--- src/shared/sdds_consts.vh ---
`ifndef SDDS_CONSTS_VH
`define SDDS_CONSTS_VH

// Register bus geometry
`define SDDS_AW 5
`define SDDS_DW 10

// Configuration register indices (word addresses on the plain port)
`define SDDS_R_CTRL 5'h00
`define SDDS_R_SLAM_THR 5'h01
`define SDDS_R_SLAM_RATE 5'h02
`define SDDS_R_WIPER_ACC 5'h03
`define SDDS_R_LOW_FWD 5'h04
`define SDDS_R_LOW_REV 5'h05
`define SDDS_R_MAX_REV 5'h06
`define SDDS_R_LIM_FWD 5'h07
`define SDDS_R_LIM_ACC 5'h08
`define SDDS_R_LIM_DEC 5'h09
`define SDDS_R_P1_MAXF 5'h0A
`define SDDS_R_P1_ACC 5'h0B
`define SDDS_R_P1_DEC 5'h0C
`define SDDS_R_P2_MAXF 5'h0D
`define SDDS_R_P2_ACC 5'h0E
`define SDDS_R_P2_DEC 5'h0F
`define SDDS_R_THR_MIN 5'h10
`define SDDS_R_THR_MAX 5'h11
`define SDDS_R_NEUTRAL 5'h12
`define SDDS_N_CFG 19
`define SDDS_R_STATUS 5'h13
`define SDDS_R_SPEED 5'h14

// Control register bits
`define SDDS_C_NONLATCH 0
`define SDDS_C_POT_EN 1
`define SDDS_C_SLAM_EN 2
`define SDDS_C_WIPER_EN 3
`define SDDS_C_WIGWAG 4
`define SDDS_C_PROF_PIN 5
`define SDDS_C_THR_TEST 6

// Status register bits
`define SDDS_S_THR_FAULT 0
`define SDDS_S_WIPER_FAULT 1
`define SDDS_S_SLAM 2
`define SDDS_S_PROFILE2 3

// Reset values
`define SDDS_RV_CTRL 10'h042
`define SDDS_RV_SLAM_THR 10'h000
`define SDDS_RV_SLAM_RATE 10'h064
`define SDDS_RV_WIPER_ACC 10'h000
`define SDDS_RV_LOW_FWD 10'h014
`define SDDS_RV_LOW_REV 10'h00A
`define SDDS_RV_MAX_REV 10'h028
`define SDDS_RV_LIM 10'h064
`define SDDS_RV_MAXF 10'h03C
`define SDDS_RV_ACC 10'h028
`define SDDS_RV_DEC 10'h03C
`define SDDS_RV_THR_MIN 10'h021
`define SDDS_RV_THR_MAX 10'h3E2
`define SDDS_RV_NEUTRAL 10'h200

// Value ranges
`define SDDS_PCT_MAX 10'h064
`define SDDS_MAXF_MIN 10'h014
`define SDDS_ACC_MAX 10'h00F

// Scale: full scale speed and window margin (10 % of full scale)
`define SDDS_FS 10'h3FF
`define SDDS_MARGIN 11'h066
// Divide by 100 as multiply by 1311 then shift 17
`define SDDS_DIV100_K 11'h51F
`define SDDS_DIV100_SH 17
`define SDDS_POT_SH 10

// Timing
`define SDDS_CLK_HZ 25000000
`define SDDS_RAMP_SLOW_MS 10000
`define SDDS_RAMP_FAST_MS 400
`define SDDS_RAMP_PCT_STEP ((`SDDS_RAMP_SLOW_MS - `SDDS_RAMP_FAST_MS) / 100)
`define SDDS_WIPER_STEP_MS 20

`endif

--- src/sdds_ramp.v ---
`default_nettype none
`include "sdds_consts.vh"

module sdds_ramp #(
   parameter CYC_PER_MS = `SDDS_CLK_HZ / 1000
) (
   input wire clk,
   input wire rst,
   input wire ce,
   input wire clr,
   input wire signed [10:0] target,
   input wire [6:0] rate_pct,
   output reg signed [10:0] cur_q
);

   localparam [31:0] CPM = CYC_PER_MS;

   reg [31:0] phase_q;
   wire [31:0] ramp_ms;
   wire [31:0] ramp_cyc;
   wire [31:0] phase_inc;

   // Full-scale ramp time falls linearly with the setting, so it is monotonic
   assign ramp_ms = `SDDS_RAMP_SLOW_MS - `SDDS_RAMP_PCT_STEP * {25'h0000000, rate_pct};
   assign ramp_cyc = ramp_ms * CPM;
   assign phase_inc = phase_q + {22'h000000, `SDDS_FS};

   // Bresenham stepping: full scale is covered in exactly ramp_cyc clocks
   always @(posedge clk) begin
      if (rst) begin
         phase_q <= 32'h00000000;
         cur_q <= 11'h000;
      end else if (ce) begin
         if (clr) begin
            phase_q <= 32'h00000000;
            cur_q <= 11'h000;
         end else if (cur_q == target) begin
            phase_q <= 32'h00000000;
         end else if (phase_inc >= ramp_cyc) begin
            phase_q <= phase_inc - ramp_cyc;
            if (cur_q < target) begin
               cur_q <= cur_q + 11'sh001;
            end else begin
               cur_q <= cur_q - 11'sh001;
            end
         end else begin
            phase_q <= phase_inc;
         end
      end
   end

endmodule // sdds_ramp

`default_nettype wire

--- src/sdds_shaper.v ---
// Function
// - Fault latching setting, default latched
// - Non-latching fault clear resumes throttle demand immediately
// - Speed pot limits speed only when enabled
// - Pot high gives maximum, low gives lowest
// - Pot scales demand proportionally, never clips
// - Unconnected pot reads lowest setting
// - Slam enable covers both directions, default off
// - Slam starts on opposite throttle beyond threshold
// - Slam uses slam rate, not deceleration
// - Broken wiper test only for wig-wag
// - Accuracy adds 20 ms detection each step
// - Break reads neutral; flag only once stopped
// - Profile two only with pin configured, active
// - Maximum forward speed 20-100, default 60
// - Refuse settings above manufacturer limits
// - Acceleration ramp 10 s to 0.4 s
// - Deceleration ramp 10 s to 0.4 s
// - Lowest forward speed caps at pot minimum
// - Wiper beyond window by 10 % faults
`default_nettype none
`include "sdds_consts.vh"

module sdds_shaper #(
   parameter CYC_PER_MS = `SDDS_CLK_HZ / 1000
) (
   input wire clk,
   input wire rst,
   input wire ce,
   input wire [`SDDS_AW-1:0] reg_addr,
   input wire [`SDDS_DW-1:0] reg_wdata,
   input wire reg_wr,
   input wire reg_rd,
   output reg [`SDDS_DW-1:0] reg_rdata_q,
   input wire [9:0] throttle_adc,
   input wire [9:0] pot_adc,
   input wire profile_pin,
   input wire wiper_open_pin,
   output reg signed [10:0] speed_demand_q,
   output reg drive_inhibit_q,
   output reg throttle_fault_q,
   output reg wiper_fault_q,
   output reg slam_active_q,
   output reg profile2_q
);

   localparam [31:0] CPM = CYC_PER_MS;
   localparam [15:0] WIPER_STEP_MS = `SDDS_WIPER_STEP_MS;

   // Reset value of each configuration word
   function [9:0] f_rstval;
      input [4:0] idx;
      begin
         case (idx)
            `SDDS_R_CTRL: f_rstval = `SDDS_RV_CTRL;
            `SDDS_R_SLAM_THR: f_rstval = `SDDS_RV_SLAM_THR;
            `SDDS_R_SLAM_RATE: f_rstval = `SDDS_RV_SLAM_RATE;
            `SDDS_R_WIPER_ACC: f_rstval = `SDDS_RV_WIPER_ACC;
            `SDDS_R_LOW_FWD: f_rstval = `SDDS_RV_LOW_FWD;
            `SDDS_R_LOW_REV: f_rstval = `SDDS_RV_LOW_REV;
            `SDDS_R_MAX_REV: f_rstval = `SDDS_RV_MAX_REV;
            `SDDS_R_LIM_FWD: f_rstval = `SDDS_RV_LIM;
            `SDDS_R_LIM_ACC: f_rstval = `SDDS_RV_LIM;
            `SDDS_R_LIM_DEC: f_rstval = `SDDS_RV_LIM;
            `SDDS_R_P1_MAXF: f_rstval = `SDDS_RV_MAXF;
            `SDDS_R_P1_ACC: f_rstval = `SDDS_RV_ACC;
            `SDDS_R_P1_DEC: f_rstval = `SDDS_RV_DEC;
            `SDDS_R_P2_MAXF: f_rstval = `SDDS_RV_MAXF;
            `SDDS_R_P2_ACC: f_rstval = `SDDS_RV_ACC;
            `SDDS_R_P2_DEC: f_rstval = `SDDS_RV_DEC;
            `SDDS_R_THR_MIN: f_rstval = `SDDS_RV_THR_MIN;
            `SDDS_R_THR_MAX: f_rstval = `SDDS_RV_THR_MAX;
            `SDDS_R_NEUTRAL: f_rstval = `SDDS_RV_NEUTRAL;
            default: f_rstval = 10'h000;
         endcase
      end
   endfunction

   // Percentage scaling: mag * pct / 100, proportional so no dead band appears
   function [9:0] f_scale;
      input [9:0] mag;
      input [9:0] pct;
      reg [37:0] prod;
      begin
         prod = {28'h0000000, mag} * {28'h0000000, pct} * {27'h0000000, `SDDS_DIV100_K};
         f_scale = prod[`SDDS_DIV100_SH+9:`SDDS_DIV100_SH];
      end
   endfunction

   // Magnitude of a signed speed value
   function [9:0] f_abs;
      input signed [10:0] v;
      reg [10:0] n;
      begin
         n = -v;
         f_abs = v[10] ? n[9:0] : v[9:0];
      end
   endfunction

   // Top speed between lowest and maximum as the pot moves from low to high
   function [9:0] f_top;
      input [9:0] lowest;
      input [9:0] highest;
      input [9:0] pot;
      input pot_en;
      reg [19:0] span;
      reg [19:0] quot;
      begin
         if (!pot_en) begin
            f_top = highest;
         end else if (highest <= lowest) begin
            f_top = lowest;
         end else begin
            // Divide by full scale so a pot at the top rail gives exactly the maximum
            span = {10'h000, highest - lowest} * {10'h000, pot};
            quot = span / {10'h000, `SDDS_FS};
            f_top = lowest + quot[9:0];
         end
      end
   endfunction

   reg [9:0] cfg_q [0:`SDDS_N_CFG-1];
   reg prof_s1_q, prof_s2_q, prof_s3_q, prof_q;
   reg wip_s1_q, wip_s2_q, wip_s3_q, wip_q;
   reg [31:0] ms_cnt_q;
   reg [15:0] wip_ms_q;
   reg slam_q;
   integer i;

   wire [9:0] ctrl = cfg_q[`SDDS_R_CTRL];
   wire [9:0] lim_fwd = cfg_q[`SDDS_R_LIM_FWD];
   wire [9:0] lim_acc = cfg_q[`SDDS_R_LIM_ACC];
   wire [9:0] lim_dec = cfg_q[`SDDS_R_LIM_DEC];
   wire wr_ok;
   wire w1c_wiper;
   wire ms_tick;
   wire wiper_broken;
   wire thr_cause;
   wire thr_fault_d;
   wire [9:0] max_fwd, acc_pct, dec_pct;
   wire [9:0] top_fwd, top_rev;
   wire signed [11:0] dev;
   wire signed [10:0] thr_pos;
   wire [9:0] thr_mag;
   wire signed [10:0] target;
   wire signed [10:0] ramp_cur;
   wire opposite;
   wire slam_d;
   wire accel;
   wire [9:0] rate_sel;
   wire [9:0] rate_lim;
   wire [6:0] rate_pct;
   wire stopped;
   wire [15:0] wip_need_ms;

   // Write acceptance: out-of-range or above-limit values are refused outright
   assign wr_ok = (reg_addr == `SDDS_R_P1_MAXF || reg_addr == `SDDS_R_P2_MAXF) ?
                  (reg_wdata >= `SDDS_MAXF_MIN && reg_wdata <= lim_fwd) :
                  (reg_addr == `SDDS_R_P1_ACC || reg_addr == `SDDS_R_P2_ACC) ?
                  (reg_wdata <= lim_acc) :
                  (reg_addr == `SDDS_R_P1_DEC || reg_addr == `SDDS_R_P2_DEC) ?
                  (reg_wdata <= lim_dec) :
                  (reg_addr == `SDDS_R_WIPER_ACC) ? (reg_wdata <= `SDDS_ACC_MAX) :
                  (reg_addr == `SDDS_R_CTRL || reg_addr >= `SDDS_R_THR_MIN) ? 1'b1 :
                  (reg_wdata <= `SDDS_PCT_MAX);
   assign w1c_wiper = reg_wr && reg_addr == `SDDS_R_STATUS && reg_wdata[`SDDS_S_WIPER_FAULT];

   // Configuration store
   always @(posedge clk) begin
      if (rst) begin
         for (i = 0; i < `SDDS_N_CFG; i = i + 1) begin
            cfg_q[i] <= f_rstval(i[4:0]);
         end
      end else if (ce) begin
         if (reg_wr && reg_addr < `SDDS_N_CFG && wr_ok) begin
            cfg_q[reg_addr] <= reg_wdata;
         end
      end
   end

   // Read data one cycle after the strobe; unmapped words read zero
   always @(posedge clk) begin
      if (rst) begin
         reg_rdata_q <= 10'h000;
      end else if (ce) begin
         if (!reg_rd) begin
            reg_rdata_q <= 10'h000;
         end else if (reg_addr < `SDDS_N_CFG) begin
            reg_rdata_q <= cfg_q[reg_addr];
         end else if (reg_addr == `SDDS_R_STATUS) begin
            reg_rdata_q <= {6'h00, profile2_q, slam_q, wiper_fault_q, throttle_fault_q};
         end else if (reg_addr == `SDDS_R_SPEED) begin
            reg_rdata_q <= ramp_cur[9:0];
         end else begin
            reg_rdata_q <= 10'h000;
         end
      end
   end

   // Pin synchronisers: a level counts once the second and third stages agree
   always @(posedge clk) begin
      if (rst) begin
         prof_s1_q <= 1'b0;
         prof_s2_q <= 1'b0;
         prof_s3_q <= 1'b0;
         prof_q <= 1'b0;
         wip_s1_q <= 1'b0;
         wip_s2_q <= 1'b0;
         wip_s3_q <= 1'b0;
         wip_q <= 1'b0;
      end else if (ce) begin
         prof_s1_q <= profile_pin;
         prof_s2_q <= prof_s1_q;
         prof_s3_q <= prof_s2_q;
         if (prof_s2_q == prof_s3_q) begin
            prof_q <= prof_s3_q;
         end
         wip_s1_q <= wiper_open_pin;
         wip_s2_q <= wip_s1_q;
         wip_s3_q <= wip_s2_q;
         if (wip_s2_q == wip_s3_q) begin
            wip_q <= wip_s3_q;
         end
      end
   end

   // Profile two needs both the pin function and an active pin
   assign max_fwd = profile2_q ? cfg_q[`SDDS_R_P2_MAXF] : cfg_q[`SDDS_R_P1_MAXF];
   assign acc_pct = profile2_q ? cfg_q[`SDDS_R_P2_ACC] : cfg_q[`SDDS_R_P1_ACC];
   assign dec_pct = profile2_q ? cfg_q[`SDDS_R_P2_DEC] : cfg_q[`SDDS_R_P1_DEC];

   // Throttle window test; a reading more than 10 % outside min..max is a fault
   assign thr_cause = ctrl[`SDDS_C_THR_TEST] &&
      (({1'b0, throttle_adc} + `SDDS_MARGIN < {1'b0, cfg_q[`SDDS_R_THR_MIN]}) ||
       ({1'b0, throttle_adc} > {1'b0, cfg_q[`SDDS_R_THR_MAX]} + `SDDS_MARGIN));
   // Latched unless non-latching is chosen; a new cause always wins
   assign thr_fault_d = thr_cause ||
                        (throttle_fault_q && !ctrl[`SDDS_C_NONLATCH]);

   // Broken wiper is only meaningful for wig-wag throttles; it reads as neutral
   assign wiper_broken = ctrl[`SDDS_C_WIGWAG] && wip_q;

   // Throttle deflection about neutral, doubled to full scale and clipped
   assign dev = {2'b00, throttle_adc} - {2'b00, cfg_q[`SDDS_R_NEUTRAL]};
   assign thr_pos = (dev > 12'sh1FF) ? 11'sh3FF :
                    (dev < -12'sh1FF) ? -11'sh3FF : {dev[9:0], 1'b0};
   assign thr_mag = f_abs(thr_pos);

   // Pot sets top speed between lowest and maximum; an open pot reads as zero
   assign top_fwd = f_top(cfg_q[`SDDS_R_LOW_FWD], max_fwd, pot_adc,
                          ctrl[`SDDS_C_POT_EN]);
   assign top_rev = f_top(cfg_q[`SDDS_R_LOW_REV], cfg_q[`SDDS_R_MAX_REV], pot_adc,
                          ctrl[`SDDS_C_POT_EN]);

   // Demand scaled rather than clipped; a throttle fault and a broken wiper demand neutral
   assign target = (throttle_fault_q || wiper_broken) ? 11'sh000 :
                   thr_pos[10] ? -$signed({1'b0, f_scale(thr_mag, top_rev)}) :
                   $signed({1'b0, f_scale(thr_mag, top_fwd)});

   // Slam when the throttle opposes travel by at least the threshold
   assign opposite = (ramp_cur != 11'sh000) && (thr_pos != 11'sh000) &&
                     (ramp_cur[10] != thr_pos[10]);
   assign slam_d = ctrl[`SDDS_C_SLAM_EN] && !throttle_fault_q && !wiper_broken &&
                   ((slam_q && opposite) ||
                    (opposite && thr_mag >= f_scale(`SDDS_FS, cfg_q[`SDDS_R_SLAM_THR])));

   // Rate choice: growing speed uses acceleration, else deceleration or slam
   assign accel = (f_abs(target) > f_abs(ramp_cur)) &&
                  (ramp_cur == 11'sh000 || ramp_cur[10] == target[10]);
   assign rate_sel = slam_q ? cfg_q[`SDDS_R_SLAM_RATE] :
                     accel ? acc_pct : dec_pct;
   assign rate_lim = (rate_sel > `SDDS_PCT_MAX) ? `SDDS_PCT_MAX : rate_sel;
   assign rate_pct = rate_lim[6:0];

   // Ramp is cleared under a throttle fault so a cleared fault drives from the throttle at once
   sdds_ramp #(
      .CYC_PER_MS(CYC_PER_MS)
   ) u_ramp (
      .clk(clk),
      .rst(rst),
      .ce(ce),
      .clr(throttle_fault_q),
      .target(target),
      .rate_pct(rate_pct),
      .cur_q(ramp_cur)
   );

   // Millisecond tick for the wiper filter
   assign ms_tick = (ms_cnt_q == CPM - 32'h00000001);
   assign stopped = (ramp_cur == 11'sh000);
   assign wip_need_ms = WIPER_STEP_MS * ({12'h000, cfg_q[`SDDS_R_WIPER_ACC][3:0]} + 16'h0001);

   // Wiper break is checked only at standstill with the test enabled
   always @(posedge clk) begin
      if (rst) begin
         ms_cnt_q <= 32'h00000000;
         wip_ms_q <= 16'h0000;
      end else if (ce) begin
         ms_cnt_q <= ms_tick ? 32'h00000000 : ms_cnt_q + 32'h00000001;
         if (!(wiper_broken && stopped && ctrl[`SDDS_C_WIPER_EN])) begin
            wip_ms_q <= 16'h0000;
         end else if (ms_tick && wip_ms_q < wip_need_ms) begin
            wip_ms_q <= wip_ms_q + 16'h0001;
         end
      end
   end

   // Status outputs, all registered; a detection beats a same-cycle clear
   always @(posedge clk) begin
      if (rst) begin
         throttle_fault_q <= 1'b0;
         wiper_fault_q <= 1'b0;
         slam_q <= 1'b0;
         slam_active_q <= 1'b0;
         profile2_q <= 1'b0;
         drive_inhibit_q <= 1'b0;
         speed_demand_q <= 11'sh000;
      end else if (ce) begin
         throttle_fault_q <= thr_fault_d;
         if (wip_ms_q >= wip_need_ms && wip_ms_q != 16'h0000) begin
            wiper_fault_q <= 1'b1;
         end else if (w1c_wiper) begin
            wiper_fault_q <= 1'b0;
         end
         slam_q <= slam_d;
         slam_active_q <= slam_d;
         profile2_q <= ctrl[`SDDS_C_PROF_PIN] && prof_q;
         drive_inhibit_q <= thr_fault_d;
         speed_demand_q <= thr_fault_d ? 11'sh000 : ramp_cur;
      end
   end

endmodule // sdds_shaper

`default_nettype wire

--- config.mk ---
export PLATFORM = sky130hd
export DESIGN_NAME = sdds_shaper
export DESIGN_NICKNAME = d
export VERILOG_FILES = /design/src/sdds_ramp.v /design/src/sdds_shaper.v
export VERILOG_INCLUDE_DIRS = /design/src /design/src/shared
export SDC_FILE = /design/constraint.sdc
export NUM_CORES = 2
export LEC_CHECK = 0
export BUFFER_PORTS_ARGS = -buffer_cell sky130_fd_sc_hd__buf_2
export CORE_MARGIN = 2
export CORE_UTILIZATION = 60
export DETAILED_ROUTE_END_ITERATION = 10
export PLACE_DENSITY = 0.74
export SLEW_MARGIN = 20
export SYNTH_ARGS = -nofsm -noshare
export SYNTH_HDL_FRONTEND = slang
export SYNTH_SLANG_ARGS = --single-unit
--- constraint.sdc ---
create_clock -name clk -period 49.8 [get_ports clk]
set_input_delay 9.96 -clock clk [delete_from_list [all_inputs] [get_ports clk]]
set_output_delay 9.96 -clock clk [all_outputs]
set_load 0.02 [all_outputs]
==> results.md <==
- Status: complete, no violations
- HP Class: reg -> reg
- Yosys reg bits: 391
- Worst path top cell family by delay: compound AO/OA/AOI/OAI gates
- Initial antenna violation count: 12
- Worst slew pin tran: 1.20 ns
- CP Class: in -> reg
- Die Height: 319 um
- Fillers: 8,107
- Routability cong.: 0.963
- Global-route wire length before repair: 251,000 um
- Hold path depth: 2
- Synthesized area: 59,700 um2
- Detailed Routing Iterations Pass 1: 7
- Max_slew headroom: 0.195
- WL/cell: 19.4 um
- NumNets Final: 8,015
- Area Growth Syn to Fin: 6.56%
- Port bufs: 67
- Synthesized netlist cell count: 6,453
- Yosys top cell area share: 0.187
- DP Area: 61,900 um2
- Crit end category: flop
- Avg Vias per Cell: 6.01
- Critical-path top delay cell: fa_1
- Clock Tree Root: clkbuf_16
- CP Data Required Time: 50.28 ns
- H-tree depth reported by CTS: 2
- # IOs: 68
- R2R Path End: u_ramp.cur_q[10]$_SDFFE_PP0P_
- Asr flop ratio synth: 0
- Count leader, synth: inv_1
- Core ar.: 98,600 um2
- Syn. warnings: 0
- Final instance area: 63,600 um2
- Fin crit share: 0.943
- CTS Buf Count: 43
- Worst reg2reg startpoint: profile2_q$_SDFFE_PP0P_
- Post-Route WL: 153,000 um
- Vias in the first global route: 47,300
- Register area share after synthesis: 0.174
- Crit start category: input pin
- GR Overflow Total: 0
- Start point of the worst hold path: u_ramp.phase_q[31]$_SDFFE_PP0P_
- End of the worst hold path: u_ramp.phase_q[31]$_SDFFE_PP0P_
- Gr usage total: 0.303
- Chip width: 319 um
- Clock transition at path regs: 0.06 ns
- 1st-iter DRT viols: 4,202
- WP buf/inv: 17
- Post-synth EDFFs: 257
- Critical Path Max Stage Delay: 0.58 ns
- Final Max Slew Viols: 0
- CP most frequent cell: fa_1
- Clock Path Buffers: 3
- Fmax: 21.3 MHz
- Worst EP arrival: 47.44 ns
- Max-cap violation count: 0
- Clock latency at the later pin of the worst-skew pair: 0.59 ns
- Largest net degree at the start of global routing: 57
- CTS tree: built
- Rows: 115
- Flop2flop setup slack: 9.24 ns
- Seq. cell area: 10,400 um2
- DR vias: 47,500
- Avg Synthesized Cell Area: 9.25 um2
- Leading area contributor after synthesis: fa_1
- Synth cell types: 137
- R2R depth: 157
- Initial core utilization: 0.606
- Top post-synthesis cells by area: fa_1 (19%), ha_1 (18%), edfxtp_1 (13%)
- Commonest cells in the netlist: inv_1 (951), ha_1 (839), fa_1 (558)
- Final hold vios: 0
- DP HPWL: 123,000 um
- Main flop type after synthesis: edfxtp_1
- Final setup viols: 0
- Crit Path Max Fanout: 20
- Clock sink total: 391
- # hold bufs at CTS: 0
- Residual DRC count: 0
- Layout cell share with drive strength beyond 1: 0.0752
- Clock Skews: 0.0283 ns
- Die area: 102,000 um2
- Area occupied by multi-input gates: 45,700 um2
- DRT antenna net count: 0
- Crit path time final: 46.96 ns
placed cells by master, fill, tap and decap left out, types with 107 or more instances in the layout:
cell type	count
conb_1	107
nand2_1	486
and2_1	182
fa_1	558
edfxtp_1	257
inv_1	952
xnor2_1	213
nor2_1	492
o21ai_0	186
xor2_1	146
a21oi_1	246
ha_1	839
dfxtp_1	134
stage by stage:
step / setup TNS, ns / util / setup WS, ns / std cells / hold slack (ns)
6_report: 0 / 0.645 / 2.84 / 7906 / 0.455
5_1_grt: -0.138 / 0.645 / -0.0854 / 7900 / 0.488
4_1_cts: 0 / 0.643 / 1.82 / 7893 / 0.460
3_5_place_dp: 0 / 0.628 / 1.36 / 7813 / 0.451
3_3_place_gp: 0 / 0.628 / 2.07 / 7813 / 0.443
2_1_floorplan: 0 / - / 4.42 / 6559 / 0.435
worst min-delay path, delay by kind of cell (launching register included):
| kind | cells | cell delay (ns) |
|---|---|---|
| flip-flops | 1 | 0.31 |
| AND/OR/NAND/NOR | 2 | 0.09 |
flip-flops by register name, indices dropped and copies added (netlist names), 10 cells and up:
signal,count
cfg_q,267
ms_cnt_q,32
reg_rdata_q,10
speed_demand_q,11
u_ramp.cur_q,11
u_ramp.phase_q,32
wip_ms_q,16
final cells by class:
class,instances,area share
clock buffer,55,0.0196
sequential,391,0.163
antenna,8,0.000315
multi-input combinational,5043,0.718
timing repair buffer,135,0.0134
inverter,962,0.0568
tap,1287,0.0253
clock inverter,25,0.00346
kinds of logic (layout without fill, tap and decap cells):
| kind of cell | after synthesis | in the layout | synth area share |
|---|---|---|---|
| buffers and inverters | 1125 | 1177 | 0.0713 |
| adder cells (fa/ha/maj) | 1402 | 1402 | 0.364 |
| multiplexers | 166 | 166 | 0.0459 |
| AND/OR/NAND/NOR | 1881 | 1881 | 0.158 |
| flip-flops | 391 | 391 | 0.174 |
| other | 1 | 115 | 0.0000628 |
| AO/OA/AOI/OAI | 1116 | 1116 | 0.132 |
| XOR/XNOR | 371 | 371 | 0.0551 |
worst max path at each step:
stage / startpoint / endpoint / slack [ns] / depth (start not counted)
floorplan: pot_adc[3] / u_ramp.cur_q[10]$_SDFFE_PP0P_ / 4.42 / 156
global placement: pot_adc[3] / u_ramp.cur_q[10]$_SDFFE_PP0P_ / 2.07 / 154
detailed placement: pot_adc[2] / u_ramp.cur_q[10]$_SDFFE_PP0P_ / 1.36 / 152
CTS: pot_adc[2] / u_ramp.cur_q[10]$_SDFFE_PP0P_ / 1.82 / 152
global route: pot_adc[9] / u_ramp.phase_q[15]$_SDFFE_PP0P_ / -0.09 / 155
finish: pot_adc[3] / u_ramp.cur_q[10]$_SDFFE_PP0P_ / 2.84 / 157
layer usage:
layer	wire length [um]	track usage
met1	65800	0.427
met2	69700	0.487
met3	13400	0.0467
met4	4370	0.0799
met5	34	0
what timing repair did:
item                                    in CTS  in global routing
resized for setup                            0                 29
buffers inserted                             0                  5
hold endpoints to repair                     0                  0
endpoints found under the setup margin       0                 36
Power is left out: the tool's default activity adds up to more than one toggle a clock period on the data nets, which glitch-free logic cannot reach.
